<file path="config.mk">
export PLATFORM = sky130hd
export DESIGN_NAME = sbs_status_byte
export DESIGN_NICKNAME = d
export VERILOG_FILES = /design/src/rtl/sbs_pkg.sv /design/src/rtl/sbs_status_byte.sv /design/src/rtl/sbs_sync.sv
export SDC_FILE = /design/constraint.sdc
export NUM_CORES = 1
export LEC_CHECK = 0
export BUFFER_PORTS_ARGS = -buffer_cell sky130_fd_sc_hd__buf_2
export CORE_MARGIN = 2
export CORE_UTILIZATION = 39
export DETAILED_ROUTE_END_ITERATION = 8
export PLACE_DENSITY = 0.7
export SLEW_MARGIN = 10
export SYNTH_ARGS = -nofsm -noshare
export SYNTH_HDL_FRONTEND = slang
export SYNTH_HIERARCHICAL = 1
export SYNTH_SLANG_ARGS = --single-unit
</file>
<file path="constraint.sdc">
create_clock -name clk_in -period 1.3 [get_ports clk_in]
set_input_delay 0.13 -clock clk_in [delete_from_list [all_inputs] [get_ports clk_in]]
set_output_delay 0.13 -clock clk_in [all_outputs]
set_load 0.02 [all_outputs]
</file>
<file path="src/rtl/sbs_pkg.sv">
`default_nettype none

package sbs_pkg;

  // ---------------------------------------------------------------------
  // Status byte layout.
  // ---------------------------------------------------------------------
  localparam int unsigned SB_ERR_BIT = 2;   // Error/event queue not empty.
  localparam int unsigned SB_OUT_BIT = 4;   // Output buffer holds a reply.
  localparam int unsigned SB_ESB_BIT = 5;   // Masked standard event summary.
  localparam int unsigned SB_RQS_BIT = 6;   // Request service summary.

  // Service request mask: bits that enable a request, and read-back mask.
  localparam logic [7:0] MASK_USED  = 8'h34;
  localparam logic [7:0] MASK_RDBK  = 8'hbf;
  localparam logic [7:0] MASK_RST   = 8'h00;
  localparam logic [7:0] STAT_RST   = 8'h00;
  localparam logic [7:0] STAT_UNUSED = 8'h8b;

  // Interrupt level select switch width and the number of bus levels.
  localparam int unsigned LVL_W      = 3;
  localparam int unsigned IRQ_LINES  = 7;
  localparam logic [2:0]  LVL_RST    = 3'h0;
  localparam int unsigned SYNC_STAGES = 2;

  // ---------------------------------------------------------------------
  // Carriers.
  // ---------------------------------------------------------------------
  // Summary conditions from the neighbouring status logic.
  typedef struct packed {
    logic       err_not_empty;
    logic       out_not_empty;
    logic [7:0] std_event;
    logic [7:0] std_enable;
  } sbs_src_t;

  // Decoded word-serial status commands, each a one-cycle strobe.
  typedef struct packed {
    logic       mask_wr;
    logic [7:0] mask_data;
    logic       mask_rd;
    logic       stb_query;
    logic       read_stb;
  } sbs_cmd_t;

  // Kind of answer held on the reply port.
  typedef enum logic [1:0] {
    SBS_ANS_NONE,
    SBS_ANS_MASK,
    SBS_ANS_QUERY,
    SBS_ANS_READ_STB
  } sbs_ans_t;

  // Complete state of the status block.
  typedef struct packed {
    logic [7:0] mask;
    logic [7:0] stat;
    logic       summ;
    logic       rqs;
    logic [7:0] resp_data;
    sbs_ans_t   resp_kind;
    logic       resp_valid;
    logic [2:0] lvl;
  } sbs_state_t;

  localparam sbs_state_t ST_RST = '{
    mask:       MASK_RST,
    stat:       STAT_RST,
    summ:       1'b0,
    rqs:        1'b0,
    resp_data:  8'h00,
    resp_kind:  SBS_ANS_NONE,
    resp_valid: 1'b0,
    lvl:        LVL_RST
  };

endpackage : sbs_pkg

`default_nettype wire

</file>
<file path="src/rtl/sbs_status_byte.sv">
// Contract
// - Mask AND status byte non-zero raises the Request True interrupt.
// - Only mask bits 2, 4 and 5 can enable a request.
// - Mask read-back returns 0 to 63 or 128 to 191, with bit 6 always zero.
// - Status byte query returns the byte with bits 0, 1, 3 and 7 always zero.
// - Read STB also returns the status byte; bit 6 is destructive there.
// - Bit 2 is one exactly while the error queue is not empty.
// - Bit 4 is one while the output buffer holds a response.
// - Bit 5 is one while standard events AND their enables are non-zero.
// - Bit 6 is set when other status bits AND the mask are non-zero.
// - On bit 6 becoming set, interrupt on the switch-selected level.
// - First Read STB after setting shows bit 6 one, later ones zero.
// - Status query never clears bit 6; it follows the masked summary.

`default_nettype none

module sbs_status_byte (
  input  wire logic                           clk_in,
  input  wire logic                           rst_n_in,
  input  wire sbs_pkg::sbs_src_t              src_in,
  input  wire sbs_pkg::sbs_cmd_t              cmd_in,
  input  wire logic [sbs_pkg::LVL_W-1:0]      lvl_sel_in,
  output logic                                resp_valid_out,
  output sbs_pkg::sbs_ans_t                   resp_kind_out,
  output logic [7:0]                          resp_data_out,
  output logic [7:0]                          mask_out,
  output logic                                req_true_out,
  output logic [sbs_pkg::IRQ_LINES-1:0]       irq_oe_out,
  output logic [sbs_pkg::IRQ_LINES-1:0]       irq_o_out
);

  // ---------------------------------------------------------------------
  // State and the synchronised level switch.
  // ---------------------------------------------------------------------
  sbs_pkg::sbs_state_t         st_q;
  sbs_pkg::sbs_state_t         st_d;
  logic [sbs_pkg::LVL_W-1:0]   lvl_sync;

  // The switch is a pin on another timing base, so it passes two stages.
  sbs_sync #(
    .WIDTH (sbs_pkg::LVL_W)
  ) u_lvl_sync (
    .clk_in   (clk_in),
    .rst_n_in (rst_n_in),
    .async_in (lvl_sel_in),
    .sync_out (lvl_sync)
  );

  // ---------------------------------------------------------------------
  // Next-state logic.
  // ---------------------------------------------------------------------
  // The status byte is rebuilt every cycle from the live conditions, so
  // bits 2, 4 and 5 are levels and never latch a past event. The summary
  // is computed from the new byte and the new mask, so a mask write and a
  // status change take effect on the same edge. The request flag is set
  // on the rising summary and cleared only by Read STB; if both happen in
  // one cycle the set wins, so a fresh request is never swallowed.
  always_comb begin
    logic [7:0] stat_v;
    logic       rise_v;
    stat_v = sbs_pkg::STAT_RST;
    rise_v = 1'b0;
    st_d   = st_q;

    // Mask write keeps every bit except bit 6, which is never stored.
    if (cmd_in.mask_wr) begin
      st_d.mask = cmd_in.mask_data & sbs_pkg::MASK_RDBK;
    end

    // Status byte contents.
    stat_v[sbs_pkg::SB_ERR_BIT] = src_in.err_not_empty;
    stat_v[sbs_pkg::SB_OUT_BIT] = src_in.out_not_empty;
    stat_v[sbs_pkg::SB_ESB_BIT] =
      |(src_in.std_event & src_in.std_enable);
    st_d.stat = stat_v & ~sbs_pkg::STAT_UNUSED;

    // Summary: only the enabling mask bits take part.
    st_d.summ = |(st_d.stat & st_d.mask & sbs_pkg::MASK_USED);
    rise_v    = st_d.summ && !st_q.summ;

    // Request flag: destructive on Read STB, set wins over clear.
    if (cmd_in.read_stb) begin
      st_d.rqs = 1'b0;
    end
    if (rise_v) begin
      st_d.rqs = 1'b1;
    end

    // Level switch is followed continuously.
    st_d.lvl = lvl_sync;

    // Answers: one per cycle; Read STB, then the query, then read-back.
    st_d.resp_valid = 1'b0;
    st_d.resp_kind  = sbs_pkg::SBS_ANS_NONE;
    if (cmd_in.read_stb) begin
      st_d.resp_valid = 1'b1;
      st_d.resp_kind  = sbs_pkg::SBS_ANS_READ_STB;
      st_d.resp_data  = st_q.stat;
      st_d.resp_data[sbs_pkg::SB_RQS_BIT] = st_q.rqs;
    end else if (cmd_in.stb_query) begin
      st_d.resp_valid = 1'b1;
      st_d.resp_kind  = sbs_pkg::SBS_ANS_QUERY;
      st_d.resp_data  = st_q.stat;
      st_d.resp_data[sbs_pkg::SB_RQS_BIT] = st_q.summ;
    end else if (cmd_in.mask_rd) begin
      st_d.resp_valid = 1'b1;
      st_d.resp_kind  = sbs_pkg::SBS_ANS_MASK;
      st_d.resp_data  = st_q.mask & sbs_pkg::MASK_RDBK;
    end
  end

  // ---------------------------------------------------------------------
  // State register.
  // ---------------------------------------------------------------------
  // Reset loads constants only; the switch is picked up after release.
  always_ff @(posedge clk_in or negedge rst_n_in) begin
    if (!rst_n_in) begin
      st_q <= sbs_pkg::ST_RST;
    end else begin
      st_q <= st_d;
    end
  end

  // ---------------------------------------------------------------------
  // Outputs.
  // ---------------------------------------------------------------------
  // Reply and mask come straight from flip-flops.
  assign resp_valid_out = st_q.resp_valid;
  assign resp_kind_out  = st_q.resp_kind;
  assign resp_data_out  = st_q.resp_data;
  assign mask_out       = st_q.mask;
  assign req_true_out   = st_q.rqs;

  // The interrupt lines are open drain and active low: the data is always
  // zero and the enable pulls the chosen level. Level 0 on the switch
  // selects no line, which leaves the request visible only on
  // req_true_out; that keeps a wrongly set switch from hitting the bus.
  always_comb begin
    irq_oe_out = '0;
    irq_o_out  = '0;
    for (int i = 0; i < sbs_pkg::IRQ_LINES; i++) begin
      if (st_q.rqs && (st_q.lvl == 3'(i + 1))) begin
        irq_oe_out[i] = 1'b1;
      end
    end
  end

  logic chk_past_ok_q;
  always_ff @(posedge clk_in or negedge rst_n_in) begin
    if (!rst_n_in) begin
      chk_past_ok_q <= 1'b0;
    end else begin
      chk_past_ok_q <= 1'b1;
    end
  end
endmodule // sbs_status_byte

`default_nettype wire

</file>
<file path="src/rtl/sbs_sync.sv">
`default_nettype none

// Two-stage synchroniser for a level coming from a pin.
module sbs_sync #(
  parameter int unsigned WIDTH = 3
) (
  input  wire logic             clk_in,
  input  wire logic             rst_n_in,
  input  wire logic [WIDTH-1:0] async_in,
  output logic      [WIDTH-1:0] sync_out
);

  // ---------------------------------------------------------------------
  // Stages.
  // ---------------------------------------------------------------------
  logic [WIDTH-1:0] meta_q;
  logic [WIDTH-1:0] sync_q;

  // The first stage feeds only the second, so no logic sees a metastable
  // value.
  always_ff @(posedge clk_in or negedge rst_n_in) begin
    if (!rst_n_in) begin
      meta_q <= '0;
      sync_q <= '0;
    end else begin
      meta_q <= async_in;
      sync_q <= meta_q;
    end
  end

  assign sync_out = sync_q;

endmodule // sbs_sync

`default_nettype wire

</file>
==> results.md <==
- Placed insts: 201
- Clock Pin Slew Worst Setup and Hold Paths: 100 ps
- Skew final: 8.09 ps
- Pin count of the biggest net entering global routing: 33
- Number of global-route vias before repair: 993
- Clk_lat worst skew: 340 ps
- Combinational Power Share: 18.7%
- Chip Width: 64.1 um
- First-pass GRT wire length: 4.26 mm
- CP Launch Type: flip-flop
- Initial drt markers: 7
- Final wirelength: 2.53 mm
- Placer Congestion: 0.723
- Worst Hold Class: in -> reg
- Routed Antenna Nets: 0
- IO Port Bufs: 59
- CP max-delay cell: dfrtp_2
- Power Dens Cells: 1270 nW/um^2
- Failing checks: setup timing
- Top cell type's share of synthesized area: 56.9%
- Die Area: 4110 sq um
- Sw Pwr: 0.624 mW
- Final Core Density: 53.2%
- Synth async-reset ratio: 100%
- Final #Nets: 206
- Core area: 3390 sq um
- Drt wl/cell: 11.6 um
- Crit-path max cell delay: 460 ps
- Worst reg-to-reg path cell count: 3
- Num CTS Buffers: 5
- Fin crit period: 1320 ps
- Initial core utilization: 41.5%
- Root Driver: clkbuf_4
- Total track usage: 13.9%
- Worst VDD drop: 560 uV
- # H-tree levels: 2
- Count leader, synth: dfrtp_1
- Register area share after synthesis: 56.9%
- Mapped Cells: 117
- Pre-CTS WS: 184 ps
- Status: complete, but fails checks
- Post-synth EDFFs: 0
- Endpoints failing hold: 0
- Worst Setup End Kind: output pin
- Worst setup margin: -19.3 ps
- Cell taking the most area after synthesis: dfrtp_1
- Seq cells post-synth: 32
- Sw frac: 27.3%
- Share of power burned in registers: 49.2%
- Slew Limit Fails: 0
- Fin Setup TNS: -26.8 ps
- P&R area growth vs syn: 28.2%
- Unrepaired setup endpoints after global routing: true
- Ant diodes: 0
- WHS Path Cells: 2
- Max Cap Viol: 0
- Vias: 977
- TritonCTS clock tree: built
- Share of post-route cells with drive strength above 1: 50.0%
- Post-synth cell types: 22
- Static leakage: 0.932 nW
- WP data arrival: 1190 ps
- Clock power frac: 32.1%
- Worst-path fanout max: 4
- P_int: 1.66 mW
- Die H: 64.1 um
- # rows: 21
- Slew @ Worst Pin: 665 ps
- GRT Residual Overflow: 0
- Total clock sinks: 32
- Top post-synthesis cells by count: dfrtp_1 (32), buf_4 (25), nor2_1 (11), mux2i_1 (8), nand2_1 (6)
- Fin crit share: 101%
- Final setup viols: 2
- Top post-synthesis cells by area: dfrtp_1 (57%), buf_4 (13%), mux2i_1 (5.7%), mux2_2 (3.2%), nor2_1 (2.9%)
- Req. time, crit path: 1170 ps
- I/O pin count: 69
- DR DRC count: 0
- Syn Area/Cell: 12.0 sq um
- First-pass DRT Iterations: 4
- Bufs on Longest Clock Path: 2
- Via density: 4.48
- Max transition margin: 55.7%
- Post-synthesis cell area: 1410 sq um
- Initial antenna violation count: 0
- Fillers: 298
- CP cell instances: nand2b_4, nor2_1, buf_4
- DPL Wire Length: 1.88 mm
- Non-filler instance count after layout: 218
- Critical path class: reg -> out
- Fmax: 0.758 GHz
- Synth Warn #: 6
- Ys flop type: dfrtp_1
==> layer usage <==
layer  GRT usage, %  wire, um  vias to the layer above  part of all wire, %
met1           14.5       973                      470                   38
met2           23.4      1300                       41                   51
met3           5.99       202                        5                  8.0
met4           7.88        56                        0                  2.2
li1               -         -                      461                    -
met5              0         0                        -                    0
==> repair_timing <==
item | in CTS | in global routing
hold buffers | 6 | 1
setup buffers | 1 | 1
pin swaps | 0 | 2
hold endpoints to repair | 37 | 1
resized for setup | 4 | 15
setup endpoints to repair | 5 | 7
==> per-stage QoR <==
step / area (sq um) / power (mW) / hold WS (ps)
floorplan: 1430 / 1.44 / -166
global placement: 1580 / 1.50 / 196
detailed placement: 1580 / 1.52 / 206
CTS: 1730 / 2.28 / 11.8
global route: 1800 / 2.41 / 16.7
finish: 1800 / 2.29 / 29.9
==> final timing paths <==
kind / end / slack [ps] / start
worst min register to register: st_q[0]$_DFF_PN0_ / 360 / u_lvl_sync/sync_out[0]$_DFF_PN0_
worst max register to register: req_true_out$_DFFE_PN0P_ / 190 / mask_out[4]$_DFF_PN0_
worst max-delay path: irq_oe_out[0] / -20 / st_q[2]$_DFF_PN0_
max in group asynchronous: st_q[0]$_DFF_PN0_ / 470 / rst_n_in
worst min-delay path: resp_kind_out[0]$_DFF_PN0_ / 30 / cmd_in[0]
min in group asynchronous: mask_out[5]$_DFF_PN0_ / 350 / rst_n_in
==> power by group through the flow <==
stage                     registers (mW)  logic [mW]  clock network [mW]
after floorplan                     1.14       0.304                   0
after global placement              1.13       0.371                   0
after detailed placement            1.14       0.381                   0
after CTS                           1.11       0.410               0.753
after global routing                1.14       0.466               0.799
final                               1.13       0.428               0.733
==> logic make-up (layout without fill, tap and decap cells) <==
kind of cell | Yosys count | in the layout | share of synthesized area (%)
AOI/OAI and AO/OA | 13 | 13 | 7.56
buffers and inverters | 31 | 79 | 15.6
DFF | 32 | 32 | 56.9
muxes | 14 | 14 | 11.0
other | 1 | 8 | 0.266
and+or+nand+nor | 26 | 26 | 8.62
==> worst max-delay path: cells and delay by family (launching register included) <==
family                 cells  cell delay (ps)
flip-flops                 1              460
AND/OR/NAND/NOR            2              260
buffers and inverters      1              150
==> sequential cells by signal, summed over array words and instances (netlist names) <==
register             count
mask_out                 7
req_true_out             1
resp_data_out            8
resp_kind_out            2
resp_valid_out           1
st_q                     7
u_lvl_sync/meta_q        3
u_lvl_sync/sync_out      3
==> area by class of cell <==
| type | count | area [sq um] | area share, % |
|---|---|---|---|
| Tap cell | 46 | 57.6 | 3.19 |
| Sequential cell | 32 | 805 | 44.6 |
| Inverter | 3 | 11.3 | 0.624 |
| Multi-Input combinational cell | 61 | 453 | 25.1 |
| Clock buffer | 6 | 41.3 | 2.29 |
| Timing Repair Buffer | 68 | 402 | 22.3 |
| Clock inverter | 2 | 35.0 | 1.94 |
==> layout by cell type (no fill, tap or decap) <==
master	n
bufinv_16	1
mux2_2	4
and4_1	1
nand2_4	1
clkbuf_1	1
or2_1	2
nor3_2	1
nand2b_4	3
dfrtp_2	3
a21o_1	1
o221ai_2	1
dfrtp_1	29
o21ai_0	4
nor2_1	9
a22oi_4	1
or3_1	1
o21ai_1	1
conb_1	8
nor2_2	2
buf_4	8
mux2i_1	8
clkbuf_4	5
nand2b_1	1
buf_2	52
a22oi_1	5
inv_1	3
dlygate4sd3_1	7
nand2_1	5
mux2_4	2
clkinv_2	1
buf_6	1
Power figures use the tool's default switching activity.
